File: config.mk
export PLATFORM = sky130hd
export DESIGN_NAME = stap_top
export DESIGN_NICKNAME = d
export VERILOG_FILES = /design/src/hdl/stap_pkg.sv /design/src/hdl/stap_sync.sv /design/src/hdl/stap_fsm.sv /design/src/hdl/stap_top.sv
export SDC_FILE = /design/constraint.sdc
export NUM_CORES = 1
export LEC_CHECK = 0
export BUFFER_PORTS_ARGS = -buffer_cell sky130_fd_sc_hd__buf_2
export CAP_MARGIN = 20
export CORE_MARGIN = 2
export CORE_UTILIZATION = 57
export CTS_BUF_LIST = sky130_fd_sc_hd__clkbuf_8 sky130_fd_sc_hd__clkbuf_16
export DETAILED_ROUTE_END_ITERATION = 16
export PLACE_DENSITY = 0.8
export SLEW_MARGIN = 10
export SYNTH_ARGS = -nofsm -noshare
export SYNTH_HDL_FRONTEND = slang
export SYNTH_HIERARCHICAL = 1
export SYNTH_SLANG_ARGS = --single-unit
export TNS_END_PERCENT = 20
File: constraint.sdc
create_clock -name i_mclk -period 2.4 [get_ports i_mclk]
set_input_delay 0.12 -clock i_mclk [delete_from_list [all_inputs] [get_ports i_mclk]]
set_output_delay 0.12 -clock i_mclk [all_outputs]
set_load 0.02 [all_outputs]
File: src/hdl/stap_pkg.sv
/*
 * Package for the scan test access port: instruction codes, chain lengths,
 * controller states and the identification word.
 * Assumes nothing of its surroundings.
 */
package stap_pkg;

	localparam int          IR_W       = 4;
	localparam int          ID_W       = 32;
	localparam int          DAP_W      = 35;
	localparam int          NUM_PADS   = 8;
	localparam int          BSC_W      = 3 * NUM_PADS + 1;
	localparam int          RST_CELL   = BSC_W - 1;
	localparam int          CELL_IN    = 0;
	localparam int          CELL_OUT   = 1;
	localparam int          CELL_OE    = 2;
	localparam int          CELLS_PAD  = 3;

	localparam logic [3:0]  INS_EXTEST = 4'h0;
	localparam logic [3:0]  INS_INTEST = 4'h1;
	localparam logic [3:0]  INS_SAMPLE = 4'h2;
	localparam logic [3:0]  INS_ABORT  = 4'h8;
	localparam logic [3:0]  INS_DEBUG_PORT_ACCESS_CHAIN  = 4'hA;
	localparam logic [3:0]  INS_ACCESS_PORT_CHAIN  = 4'hB;
	localparam logic [3:0]  INS_IDENT  = 4'hE;
	localparam logic [3:0]  INS_BYPASS = 4'hF;

	// ir capture pattern, low bits 01 as usual for a tap
	localparam logic [3:0]  IR_CAPTURE = 4'h1;

	// arbitrary identification value, bit 0 must stay 1
	localparam logic [31:0] ID_WORD    = 32'h0000_1001;

	typedef enum logic [15:0] {
		ST_RESET   = 16'h0001,
		ST_IDLE    = 16'h0002,
		ST_SEL_DR  = 16'h0004,
		ST_CAP_DR  = 16'h0008,
		ST_SH_DR   = 16'h0010,
		ST_EX1_DR  = 16'h0020,
		ST_PA_DR   = 16'h0040,
		ST_EX2_DR  = 16'h0080,
		ST_UPD_DR  = 16'h0100,
		ST_SEL_IR  = 16'h0200,
		ST_CAP_IR  = 16'h0400,
		ST_SH_IR   = 16'h0800,
		ST_EX1_IR  = 16'h1000,
		ST_PA_IR   = 16'h2000,
		ST_EX2_IR  = 16'h4000,
		ST_UPD_IR  = 16'h8000
	} stap_state_e;

	typedef enum logic [2:0] {
		SEL_BYPASS = 3'h0,
		SEL_IDENT  = 3'h1,
		SEL_BSC    = 3'h2,
		SEL_ABORT  = 3'h3,
		SEL_DEBUG_PORT_ACCESS_CHAIN  = 3'h4,
		SEL_ACCESS_PORT_CHAIN  = 3'h5
	} stap_sel_e;

	// instruction decode, undefined codes fall to bypass
	function automatic stap_sel_e stap_decode(input logic [3:0] code);
		unique case (code)
			INS_EXTEST,
			INS_INTEST,
			INS_SAMPLE: stap_decode = SEL_BSC;
			INS_ABORT:  stap_decode = SEL_ABORT;
			INS_DEBUG_PORT_ACCESS_CHAIN:  stap_decode = SEL_DEBUG_PORT_ACCESS_CHAIN;
			INS_ACCESS_PORT_CHAIN:  stap_decode = SEL_ACCESS_PORT_CHAIN;
			INS_IDENT:  stap_decode = SEL_IDENT;
			default:    stap_decode = SEL_BYPASS;
		endcase
	endfunction : stap_decode

endpackage : stap_pkg

File: src/hdl/stap_sync.sv
/*
 * Two-stage synchroniser for the tap pins.
 * Assumes asynchronous inputs and the system clock.
 */
`timescale 1ns/10ps
module stap_sync
	import stap_pkg::*;
#(
	parameter int W = 1
) (
	input  wire logic         i_mclk,
	input  wire logic         i_rst,
	input  wire logic [W-1:0] i_async,
	output logic      [W-1:0] o_sync
);
	logic [W-1:0] meta_ff;
	logic [W-1:0] sync_ff;
	logic [W-1:0] nxt_meta;
	logic [W-1:0] nxt_sync;

	always_comb begin
		nxt_meta = i_async;
		nxt_sync = meta_ff;
	end

	always_ff @(posedge i_mclk) begin
		if (i_rst) begin
			meta_ff <= '0;
			sync_ff <= '0;
		end else begin
			meta_ff <= nxt_meta;
			sync_ff <= nxt_sync;
		end
	end

	assign o_sync = sync_ff;
endmodule : stap_sync

File: src/hdl/stap_fsm.sv
/*
 * Sixteen-state tap controller, advanced on a test clock rising edge.
 * Assumes a one-cycle rise strobe and synchronised mode select.
 */
`timescale 1ns/10ps
module stap_fsm
	import stap_pkg::*;
(
	input  wire logic  i_mclk,
	input  wire logic  i_rst,
	input  wire logic  i_trst,
	input  wire logic  i_rise,
	input  wire logic  i_tms,
	output stap_state_e o_state
);
	stap_state_e state_ff;
	stap_state_e nxt_state;
	stap_state_e step;

	always_comb begin
		unique case (state_ff)
			ST_RESET:  step = i_tms ? ST_RESET  : ST_IDLE;
			ST_IDLE:   step = i_tms ? ST_SEL_DR : ST_IDLE;
			ST_SEL_DR: step = i_tms ? ST_SEL_IR : ST_CAP_DR;
			ST_CAP_DR: step = i_tms ? ST_EX1_DR : ST_SH_DR;
			ST_SH_DR:  step = i_tms ? ST_EX1_DR : ST_SH_DR;
			ST_EX1_DR: step = i_tms ? ST_UPD_DR : ST_PA_DR;
			ST_PA_DR:  step = i_tms ? ST_EX2_DR : ST_PA_DR;
			ST_EX2_DR: step = i_tms ? ST_UPD_DR : ST_SH_DR;
			ST_UPD_DR: step = i_tms ? ST_SEL_DR : ST_IDLE;
			ST_SEL_IR: step = i_tms ? ST_RESET  : ST_CAP_IR;
			ST_CAP_IR: step = i_tms ? ST_EX1_IR : ST_SH_IR;
			ST_SH_IR:  step = i_tms ? ST_EX1_IR : ST_SH_IR;
			ST_EX1_IR: step = i_tms ? ST_UPD_IR : ST_PA_IR;
			ST_PA_IR:  step = i_tms ? ST_EX2_IR : ST_PA_IR;
			ST_EX2_IR: step = i_tms ? ST_UPD_IR : ST_SH_IR;
			ST_UPD_IR: step = i_tms ? ST_SEL_DR : ST_IDLE;
			default:   step = ST_RESET;
		endcase
		if (i_trst)
			nxt_state = ST_RESET;
		else if (i_rise)
			nxt_state = step;
		else
			nxt_state = state_ff;
	end

	always_ff @(posedge i_mclk) begin
		if (i_rst)
			state_ff <= ST_RESET;
		else
			state_ff <= nxt_state;
	end

	assign o_state = state_ff;
endmodule : stap_fsm

File: src/hdl/stap_top.sv
/*
 * Scan test access port: instruction register, data chains, boundary
 * cells and pad muxing for the debug pins.
 * Assumes test pins arrive asynchronously and are sampled by i_mclk,
 * which runs much faster than the test clock; debug access port logic
 * sits outside and sees the 35-bit chains through update strobes.
 */
// Notes on behaviour
// - four-bit instruction shift chain with parallel holding register
// - shifted instruction becomes active only at Update-IR
// - code 0000 drives pad output and enable from boundary cells
// - code 0001 feeds core pad inputs from boundary input cells
// - reset pin cell is observe only, never overrides core reset
// - code 0010 selects boundary chain; Capture-DR samples all pad signals
// - Shift-DR shifts captured bits out while taking new bits in
// - Update-DR copies chain into holding cells used by test modes
// - boundary chain stays accessible under external and internal test
// - code 1000 selects abort chain for clearing errors or aborting
// - code 1010 selects debug port access chain
// - code 1011 selects access port chain
// - code 1110 selects identification chain, captured and shifted out
// - identification loaded at reset, test reset and Test-Logic-Reset
// - code 1111 selects one-bit bypass register
// - undefined codes behave as bypass
// - debug pins own test function after any reset, no setup
// - no bus registers; chains reached only serially
// - identification chain 32 bits, bit 0 is 1; bypass captures 0
// - three cells per pad: input, output, enable, from nearest pad
// - boundary capture on test clock rising edge in Capture-DR
// - abort, debug port and access port chains are 35 bits
`timescale 1ns/10ps
module stap_top
	import stap_pkg::*;
(
	input  wire logic                i_mclk,
	input  wire logic                i_rst,
	input  wire logic                i_tck,
	input  wire logic                i_tms,
	input  wire logic                i_tdi,
	input  wire logic                i_trst_n,
	output logic                     o_tdo,
	output logic                     o_tdo_oe,
	input  wire logic                i_ext_rst_n,
	input  wire logic [NUM_PADS-1:0] i_pad_in,
	input  wire logic [NUM_PADS-1:0] i_core_out,
	input  wire logic [NUM_PADS-1:0] i_core_oe,
	output logic      [NUM_PADS-1:0] o_pad_out,
	output logic      [NUM_PADS-1:0] o_pad_oe,
	output logic      [NUM_PADS-1:0] o_core_in,
	output logic                     o_core_rst_n,
	output logic                     o_dbg_pin_sel,
	output logic      [DAP_W-1:0]    o_dap_data,
	output logic                     o_abort_upd,
	output logic                     o_debug_port_access_chain_upd,
	output logic                     o_access_port_chain_upd,
	input  wire logic [DAP_W-1:0]    i_dap_capture
);
	// ----------------------------------------------------------------
	// pin sampling and test clock edges
	// ----------------------------------------------------------------
	logic [3:0] pin_s;
	logic       tck_s;
	logic       tms_s;
	logic       tdi_s;
	logic       trst_s_n;
	logic       tck_d_ff;
	logic       nxt_tck_d;
	logic       rise;
	logic       fall;
	stap_state_e state;

	stap_sync #(
		.W(4)
	) u_sync (
		.i_mclk  (i_mclk),
		.i_rst   (i_rst),
		.i_async ({i_tck, i_tms, i_tdi, i_trst_n}),
		.o_sync  (pin_s)
	);

	assign tck_s    = pin_s[3];
	assign tms_s    = pin_s[2];
	assign tdi_s    = pin_s[1];
	assign trst_s_n = pin_s[0];

	always_comb begin
		nxt_tck_d = tck_s;
	end

	assign rise = tck_s & ~tck_d_ff;
	assign fall = ~tck_s & tck_d_ff;

	stap_fsm u_fsm (
		.i_mclk  (i_mclk),
		.i_rst   (i_rst),
		.i_trst  (~trst_s_n),
		.i_rise  (rise),
		.i_tms   (tms_s),
		.o_state (state)
	);

	// ----------------------------------------------------------------
	// chains
	// ----------------------------------------------------------------
	logic [IR_W-1:0]  ir_sh_ff,  nxt_ir_sh;
	logic [IR_W-1:0]  ir_ff,     nxt_ir;
	logic [ID_W-1:0]  id_sh_ff,  nxt_id_sh;
	logic             byp_ff,    nxt_byp;
	logic [DAP_W-1:0] dap_sh_ff, nxt_dap_sh;
	logic [DAP_W-1:0] dap_ff,    nxt_dap;
	logic [BSC_W-1:0] bs_sh_ff,  nxt_bs_sh;
	logic [BSC_W-1:0] bs_hold_ff, nxt_bs_hold;
	logic [2:0]       upd_ff,    nxt_upd;
	logic             tdo_ff,    nxt_tdo;
	logic             oe_ff,     nxt_oe;
	logic [BSC_W-1:0] bs_cap;
	stap_sel_e        sel;
	logic             in_reset;

	assign sel      = stap_decode(ir_ff);
	assign in_reset = (state == ST_RESET);

	// capture vector: per pad input, output, enable; reset pin on top
	always_comb begin
		bs_cap = '0;
		for (int p = 0; p < NUM_PADS; p++) begin
			bs_cap[CELLS_PAD*p + CELL_IN]  = i_pad_in[p];
			bs_cap[CELLS_PAD*p + CELL_OUT] = o_pad_out[p];
			bs_cap[CELLS_PAD*p + CELL_OE]  = o_pad_oe[p];
		end
		bs_cap[RST_CELL] = i_ext_rst_n;
	end

	always_comb begin
		nxt_ir_sh   = ir_sh_ff;
		nxt_ir      = ir_ff;
		nxt_id_sh   = id_sh_ff;
		nxt_byp     = byp_ff;
		nxt_dap_sh  = dap_sh_ff;
		nxt_dap     = dap_ff;
		nxt_bs_sh   = bs_sh_ff;
		nxt_bs_hold = bs_hold_ff;
		nxt_upd     = '0;
		if (in_reset) begin
			nxt_ir = INS_IDENT;
		end else if (rise) begin
			unique case (state)
				ST_CAP_IR: nxt_ir_sh = IR_CAPTURE;
				ST_SH_IR:  nxt_ir_sh = {tdi_s, ir_sh_ff[IR_W-1:1]};
				ST_CAP_DR: begin
					unique case (sel)
						SEL_IDENT:  nxt_id_sh = ID_WORD;
						SEL_BSC:    nxt_bs_sh = bs_cap;
						SEL_BYPASS: nxt_byp = 1'b0;
						default:    nxt_dap_sh = i_dap_capture;
					endcase
				end
				ST_SH_DR: begin
					unique case (sel)
						SEL_IDENT:  nxt_id_sh = {tdi_s, id_sh_ff[ID_W-1:1]};
						SEL_BSC:    nxt_bs_sh = {tdi_s, bs_sh_ff[BSC_W-1:1]};
						SEL_BYPASS: nxt_byp = tdi_s;
						default:    nxt_dap_sh = {tdi_s, dap_sh_ff[DAP_W-1:1]};
					endcase
				end
				default: ;
			endcase
		end else if (fall) begin
			// update states act on the falling edge, as is usual
			unique case (state)
				ST_UPD_IR: nxt_ir = ir_sh_ff;
				ST_UPD_DR: begin
					unique case (sel)
						SEL_BSC:   nxt_bs_hold = bs_sh_ff;
						SEL_ABORT: begin
							nxt_dap = dap_sh_ff;
							nxt_upd = 3'h1;
						end
						SEL_DEBUG_PORT_ACCESS_CHAIN: begin
							nxt_dap = dap_sh_ff;
							nxt_upd = 3'h2;
						end
						SEL_ACCESS_PORT_CHAIN: begin
							nxt_dap = dap_sh_ff;
							nxt_upd = 3'h4;
						end
						default: ;
					endcase
				end
				default: ;
			endcase
		end
	end

	// test output mux, launched on the falling test clock edge
	always_comb begin
		nxt_tdo = tdo_ff;
		nxt_oe  = oe_ff;
		if (fall) begin
			nxt_oe = (state == ST_SH_IR) || (state == ST_SH_DR);
			if (state == ST_SH_IR)
				nxt_tdo = ir_sh_ff[0];
			else begin
				unique case (sel)
					SEL_IDENT:  nxt_tdo = id_sh_ff[0];
					SEL_BSC:    nxt_tdo = bs_sh_ff[0];
					SEL_BYPASS: nxt_tdo = byp_ff;
					default:    nxt_tdo = dap_sh_ff[0];
				endcase
			end
		end
	end

	always_ff @(posedge i_mclk) begin
		if (i_rst) begin
			tck_d_ff   <= 1'b0;
			ir_sh_ff   <= '0;
			ir_ff      <= INS_IDENT;
			id_sh_ff   <= '0;
			byp_ff     <= 1'b0;
			dap_sh_ff  <= '0;
			dap_ff     <= '0;
			bs_sh_ff   <= '0;
			bs_hold_ff <= '0;
			upd_ff     <= '0;
			tdo_ff     <= 1'b0;
			oe_ff      <= 1'b0;
		end else begin
			tck_d_ff   <= nxt_tck_d;
			ir_sh_ff   <= nxt_ir_sh;
			ir_ff      <= nxt_ir;
			id_sh_ff   <= nxt_id_sh;
			byp_ff     <= nxt_byp;
			dap_sh_ff  <= nxt_dap_sh;
			dap_ff     <= nxt_dap;
			bs_sh_ff   <= nxt_bs_sh;
			bs_hold_ff <= nxt_bs_hold;
			upd_ff     <= nxt_upd;
			tdo_ff     <= nxt_tdo;
			oe_ff      <= nxt_oe;
		end
	end

	// ----------------------------------------------------------------
	// pad and core muxing
	// ----------------------------------------------------------------
	always_comb begin
		for (int p = 0; p < NUM_PADS; p++) begin
			if (ir_ff == INS_EXTEST) begin
				o_pad_out[p] = bs_hold_ff[CELLS_PAD*p + CELL_OUT];
				o_pad_oe[p]  = bs_hold_ff[CELLS_PAD*p + CELL_OE];
			end else begin
				o_pad_out[p] = i_core_out[p];
				o_pad_oe[p]  = i_core_oe[p];
			end
			if (ir_ff == INS_INTEST)
				o_core_in[p] = bs_hold_ff[CELLS_PAD*p + CELL_IN];
			else
				o_core_in[p] = i_pad_in[p];
		end
	end

	assign o_core_rst_n  = i_ext_rst_n;
	assign o_dbg_pin_sel = 1'b1;
	assign o_tdo         = tdo_ff;
	assign o_tdo_oe      = oe_ff;
	assign o_dap_data    = dap_ff;
	assign o_abort_upd   = upd_ff[0];
	assign o_debug_port_access_chain_upd   = upd_ff[1];
	assign o_access_port_chain_upd   = upd_ff[2];

	// ----------------------------------------------------------------
	// checks
	// ----------------------------------------------------------------
	property p_ident_at_reset;
		@(posedge i_mclk) disable iff (i_rst)
		(state == ST_RESET) |=> (ir_ff == INS_IDENT);
	endproperty
	a_ident_at_reset: assert property (p_ident_at_reset)
		else $error("ident not loaded in reset state");

	property p_ir_only_on_update;
		@(posedge i_mclk) disable iff (i_rst)
		(state != ST_UPD_IR && state != ST_RESET) |=> $stable(ir_ff);
	endproperty
	a_ir_only_on_update: assert property (p_ir_only_on_update)
		else $error("instruction changed outside update");

	property p_oe_in_shift;
		@(posedge i_mclk) disable iff (i_rst)
		o_tdo_oe |-> ($past(state) == ST_SH_IR || $past(state) == ST_SH_DR
			|| state == ST_SH_IR || state == ST_SH_DR
			|| $past(state) == ST_EX1_IR || $past(state) == ST_EX1_DR
			|| state == ST_EX1_IR || state == ST_EX1_DR);
	endproperty
	a_oe_in_shift: assert property (p_oe_in_shift)
		else $error("test output driven outside shift");

	property p_extest_mux;
		@(posedge i_mclk) disable iff (i_rst)
		(ir_ff == INS_EXTEST) |-> (o_pad_out[0] == bs_hold_ff[CELL_OUT]);
	endproperty
	a_extest_mux: assert property (p_extest_mux)
		else $error("pad not driven from boundary cell");

	property p_intest_mux;
		@(posedge i_mclk) disable iff (i_rst)
		(ir_ff == INS_INTEST) |-> (o_core_in[0] == bs_hold_ff[CELL_IN]);
	endproperty
	a_intest_mux: assert property (p_intest_mux)
		else $error("core input not from boundary cell");

	property p_rst_observe;
		@(posedge i_mclk) disable iff (i_rst)
		o_core_rst_n == i_ext_rst_n;
	endproperty
	a_rst_observe: assert property (p_rst_observe)
		else $error("reset pin overridden");

	property p_bypass_cap;
		@(posedge i_mclk) disable iff (i_rst)
		(rise && state == ST_CAP_DR && sel == SEL_BYPASS) |=> !byp_ff;
	endproperty
	a_bypass_cap: assert property (p_bypass_cap)
		else $error("bypass did not capture zero");

	property p_ident_cap;
		@(posedge i_mclk) disable iff (i_rst)
		(rise && state == ST_CAP_DR && sel == SEL_IDENT) |=> id_sh_ff[0];
	endproperty
	a_ident_cap: assert property (p_ident_cap)
		else $error("ident bit 0 not one");

	property p_undef_bypass;
		@(posedge i_mclk) disable iff (i_rst)
		(ir_ff inside {4'h3, 4'h4, 4'h5, 4'h6, 4'h7, 4'h9, 4'hC, 4'hD})
			|-> (sel == SEL_BYPASS);
	endproperty
	a_undef_bypass: assert property (p_undef_bypass)
		else $error("undefined code not bypass");

endmodule : stap_top

# Yosys cells after proc, flatten, opt, wreduce, memory -nomap -nowiden
# Cells that the tools add are included.
dict set report word_totals {
  elab_cells 135
  inputBits 66
  n_memories 0
  output_inout_bits 66
  rom_bits 0
  latchBits 0
  mem_bits_rw 0
  regBits 190
}
dict set report op_classes {
  eq_ne 35
  multipliers 0
  n_shift 0
  mux 54
  addsub 0
  n_div 0
  n_reduce_logical 22
  order_cmp 0
  bitwise 9
}
# operator n
set ops {}
lappend ops {{case mux 16 bit (12 select lines)} 1}
lappend ops {{2-to-1 mux 35 bit} 2}
lappend ops {{case mux 35 bit (2 select lines)} 1}
lappend ops {{2-to-1 mux 32 bit} 2}
lappend ops {{case mux 32 bit (2 select lines)} 1}
lappend ops {{2-to-1 mux 25 bit} 2}
lappend ops {{case mux 25 bit (2 select lines)} 1}
lappend ops {{2-to-1 mux 16 bit} 2}
lappend ops {{AND reduction 5 bit} 6}
lappend ops {{2-to-1 mux 1 bit} 27}
lappend ops {{2-to-1 mux 9 bit} 2}
lappend ops {{equality test 16 x 1 -> 1 bit, second input constant} 1}
lappend ops {{equality test 16 x 10 -> 1 bit, second input constant} 1}
lappend ops {{equality test 16 x 11 -> 1 bit, second input constant} 1}
lappend ops {{equality test 16 x 12 -> 1 bit, second input constant} 1}
lappend ops {{equality test 16 x 13 -> 1 bit, second input constant} 1}
lappend ops {{equality test 16 x 14 -> 1 bit, second input constant} 1}
lappend ops {{equality test 16 x 15 -> 1 bit, second input constant} 1}
lappend ops {{equality test 16 bit, second input constant} 1}
lappend ops {{equality test 16 x 2 -> 1 bit, second input constant} 1}
lappend ops {{equality test 16 x 3 -> 1 bit, second input constant} 1}
lappend ops {{equality test 16 x 4 -> 1 bit, second input constant} 1}
lappend ops {{equality test 16 x 5 -> 1 bit, second input constant} 1}
lappend ops {{equality test 16 x 6 -> 1 bit, second input constant} 1}
lappend ops {{other kinds (34)} 60}

# Logic depth before layout (Yosys ltp)
dict set report depth {
  ltp_word 7
  ltp_mapped 7
  depth_no_buf 6
}

# Hierarchy
# Netlist, hierarchy kept.
# module area_each_um2 cells_each n_inst seq_area_each_um2
set by_module_without_submodules {}
lappend by_module_without_submodules {stap_top 7642.3 883 1 3323.2}
lappend by_module_without_submodules {stap_fsm 1057.3 137 1 320.3}
lappend by_module_without_submodules {stap_sync 210.2 16 1 160.2}

# Worst setup path after synthesis
# No wires, ideal clock.
dict set report synth_timing {
  kind {register to register}
  startpoint {reg u_fsm.state_ff[9], in the netlist u_fsm/o_state[9]}
  endpoint {reg bs_sh_ff[17]}
  t_arrival_ns 1.920
  synth_period_minus_slack_ns 2.008
  path_stages_with_launch 7
  setup_ns 0.088
  required_time_ns 2.312
  n_path_buf 2
  slack_ns 0.392
  path_cell_list {dfxtp_1 > or4_4 > nor4_4 > buf_6 > nand3_4 > buf_6 > o32ai_2}
}
dict set report synth_between {
  elab_chain_cells 3
  elab_cells_between_ends 9
  cone_classes {5 x eq/ne; 1 x mux; 1 x bitwise; 2 x reduce/logical}
}
# item line
set synth_lines {}
lappend synth_lines {{from (decl)} stap_fsm.sv:16} ;# stap_state_e state_ff;
lappend synth_lines {{from (signal assigned)} stap_fsm.sv:52} ;# state_ff <= nxt_state;
lappend synth_lines {{equality test 16 x 4 -> 1 bit (tied with other cells)} stap_top.sv:147} ;# unique case (state)
lappend synth_lines {{!= test 2 bit (no line) (tied with other cells)} -}
lappend synth_lines {{AND reduction 5 bit (no line)} -}
lappend synth_lines {{to (signal assigned)} stap_top.sv:236} ;# bs_sh_ff <= nxt_bs_sh;
lappend synth_lines {{to (decl)} stap_top.sv:111} ;# logic [BSC_W-1:0] bs_sh_ff, nxt_bs_sh;
# Parallel ways exist; a longest one is shown, timed or not.
# A chain may end at the register's enable or synchronous reset.

# Worst setup path after layout
dict set report layout_timing {
  startpoint {reg ir_ff[0]}
  endpoint {out o_core_in[7]}
}
dict set report layout_between {
  elab_chain_cells 2
}
# item line
set layout_lines {}
lappend layout_lines {{from (decl)} stap_top.sv:106} ;# logic [IR_W-1:0] ir_ff, nxt_ir;
lappend layout_lines {{from (signal assigned)} stap_top.sv:231} ;# ir_ff <= nxt_ir;
lappend layout_lines {{equality test 4 x 1 -> 1 bit} stap_top.sv:256} ;# if (ir_ff == INS_INTEST)
lappend layout_lines {{2-to-1 mux 1 bit} stap_top.sv:256}
lappend layout_lines {{to (decl)} stap_top.sv:49} ;# output logic [NUM_PADS-1:0] o_core_in,
# Every way passes these cells.

==> results.ini <==
[timing]
max-slew-margin-rel_pct=36.8
rsz0062_at_grt=no
max_slew.worst_pin.slew_ns=0.948
post-route-period-util_pct=94.0
finalSetupViolations=0
hold_slack_ns=0.0144
hold_viol_final=0
fin_worst_skew_ns=0.0122
maxSlewViolCount=0
max_freq_ghz=0.443
tns_ns=0
fin_crit_ns=2.26

[detailed_routing]
drt-pass1-iter-count=5
drt_iter0_drc=791
vias=8397
drc=0
finalWirelength_mm=24.0
ant_nets=0
vias_per_cell=6.02
wire_per_inst_um=17.2

[critical_path]
cp.required_ns=2.28
r2r_end=dap_sh_ff[8]
worstSetupStartpointType=flip-flop
arrival_ns=2.14
cp-endpoint=o_core_in[7]
r2r_slack_ns=0.18
rr_worst_depth=7
path_class=reg -> out
critPathCaptureType=output pin
worstSetupStartpoint=ir_ff[0]
crit_fanout=11
r2r_start=u_fsm/o_state[11]

[logic_synthesis]
synth_edf_count=0
yosys-top-cells-area=dfxtp_1 (43%), nand2_1 (9.6%), mux2i_1 (7.1%), a311oi_1 (4.3%), a21oi_1 (3.0%)
yosys.cell_types.count=64
yosysSeqAreaShare_pct=42.7
yosys_warnings=6
synth-async-reset-ratio_pct=0
synth_most_common_cell=nand2_1
synthTopCellsByCount=nand2_1 (229), dfxtp_1 (190), mux2i_1 (63)
syn_area_mm2=0.00891
yosysTopAreaCell=dfxtp_1
avgSynthCellArea_um2=8.60
synth_top_area_share_pct=42.7
syn-instance-count=1036
synth.net_count=1102
synth_seq_cells=190
ys.flop_type=dfxtp_1

[power]
power_frac_seq_pct=49.1
p_leak_nw=4.08
clockPowerShare_pct=45.6
p_comb_share_pct=5.3
switching_power_mw=1.49
p_int_mw=4.95
p_sw_share_pct=23.2
pwr_density_cell_mw_per_mm2=595
peakVddDrop_v=0.000678

[layout]
seq_area_mm2=0.00380
final_nets=1238
drive_gt1_share_pct=22.2
fillers=1114
multi_input_area_mm2=0.00464
antennaDiodeCount=0
syn2layout_area_growth_pct=21.6

[die]
core_mm2=0.0153
dieWidth_um=129
start_util_pct=58.4
fp.dieH_um=129
fp.dieArea_mm2=0.0166
pin_count=132
rows=45

[hold_path]
holdCritPathClass=in -> reg

[run]
cap_viol_max_count=0

[clock_tree]
cts.path.max_buffers=2
cts_root_buf=clkbuf_16
cts_tree=built
post_cts_buffers=0
clock_latency_ns=0.43
numCtsBuffers=17
htreeDepth=4
clkTransAtPathRegs_ns=0.07
cts_sinks=190

[outcome]
status=finished clean

[global_routing]
grt_pass1_wl_mm=39.3
grt_pass1_vias=7944
track_usage_pct=28.9
grt_max_degree=86
grt_overflow=0
antenna_found_initial=0

[place]
port_buffers=130
dp_hpwl_mm=14.3
gp_congestion=0.883

-- critical path, cell delays in order, from the launching register on --
cell and delay (ns):
dfxtp_1 0.63, nand2b_1 0.17, nor3_1 0.16, buf_4 0.22, mux2_2 0.35, buf_2 0.17
-- layout make-up --
cell class                      count  share of cell area [%]
Sequential cell                   190                    35.1
Tap cell                          211                    2.44
Inverter                            7                   0.266
Timing Repair Buffer              215                    13.7
Multi-Input combinational cell    741                    42.8
Clock buffer                       20                    4.31
Clock inverter                     12                    1.35
-- worst min-delay path by stage --
stage / start / to / slack, ns / cells past startpoint
after floorplan: i_rst / u_sync/meta_ff[0] / 0.19 / 1
after global placement: i_trst_n / u_sync/meta_ff[0] / 0.33 / 2
after detailed placement: i_trst_n / u_sync/meta_ff[0] / 0.35 / 2
after CTS: i_pad_in[0] / bs_sh_ff[0] / 0.001 / 3
after global routing: i_dap_capture[8] / dap_sh_ff[8] / 0.03 / 3
final: i_ext_rst_n / bs_sh_ff[24] / 0.01 / 3
-- state kept, by name, summed over array words and instances, names as in the netlist, 3 cells and up --
signal and cells:
u_sync/meta_ff 4, ir_ff 4, bs_sh_ff 25, u_fsm/o_state 16, u_sync/o_sync 4, ir_sh_ff 4
upd_ff 3, bs_hold_ff 24, o_dap_data 35, id_sh_ff 32, dap_sh_ff 35
-- power groups by stage --
stage | Sequential (mW) | Combinational [mW] | Clock [mW]
global placement | 3.24 | 0.272 | 0
detailed placement | 3.24 | 0.273 | 0
floorplan | 3.24 | 0.160 | 0
global route | 3.17 | 0.361 | 3.12
finish | 3.17 | 0.338 | 2.94
CTS | 3.17 | 0.331 | 2.96
-- per-layer routing --
metal	wire (um)	part of all wire (%)	track usage [%]
met1	10300	43	38.3
met2	11800	49	47.9
met3	1350	5.6	5.33
met4	539	2.2	9.97
met5	0	0	0
-- through the flow --
stage	area [um2]	power (mW)	std cells	setup WS, ns	util [%]
4_1_cts	10800	6.45	1396	0.105	70.9
3_5_place_dp	9750	3.51	1319	0.146	63.9
3_3_place_gp	9750	3.51	1319	0.179	63.9
2_1_floorplan	8910	3.40	1036	0.392	-
5_1_grt	10800	6.64	1396	0.0324	71.0
6_report	10800	6.44	1396	0.143	71.0
-- kinds of logic (layout without fill, tap and decap cells) --
group | count (synthesis) | in the layout | share of synthesized area, %
xor gates and xnor gates | 12 | 12 | 1.18
DFF | 190 | 190 | 42.7
buffers and inverters | 105 | 254 | 5.62
other | 1 | 1 | 0.0421
AOI/OAI and AO/OA | 219 | 219 | 16.8
and+or+nand+nor | 421 | 421 | 23.4
muxes | 88 | 88 | 10.2
-- timing repair --
action | CTS | global route
resized for setup | 0 | 3
hold endpoints to repair | 45 | 0
setup endpoints to repair | 0 | 5
hold buffers | 45 | 0
-- cells in the final DEF (no fill, tap or decap), types with 4 or more instances in the layout --
| cell | n |
|---|---|
| nand2_1 | 229 |
| dfxtp_1 | 190 |
| buf_2 | 130 |
| mux2i_1 | 63 |
| a21oi_1 | 54 |
| nor2_1 | 53 |
| o21ai_0 | 48 |
| dlygate4sd3_1 | 45 |
| a311oi_1 | 44 |
| nand4_1 | 41 |
| a31oi_1 | 36 |
| buf_4 | 33 |
| mux2_2 | 24 |
| nand3_1 | 18 |
| clkbuf_16 | 17 |
| nor3_1 | 12 |
| nor2b_1 | 11 |
| o32ai_2 | 9 |
| o32ai_1 | 8 |
| xor2_1 | 8 |
| inv_1 | 7 |
| buf_12 | 7 |
| nor4_1 | 6 |
| inv_6 | 6 |
| nor4_4 | 5 |
| xnor2_1 | 4 |
(Power assumes the default switching activity.)
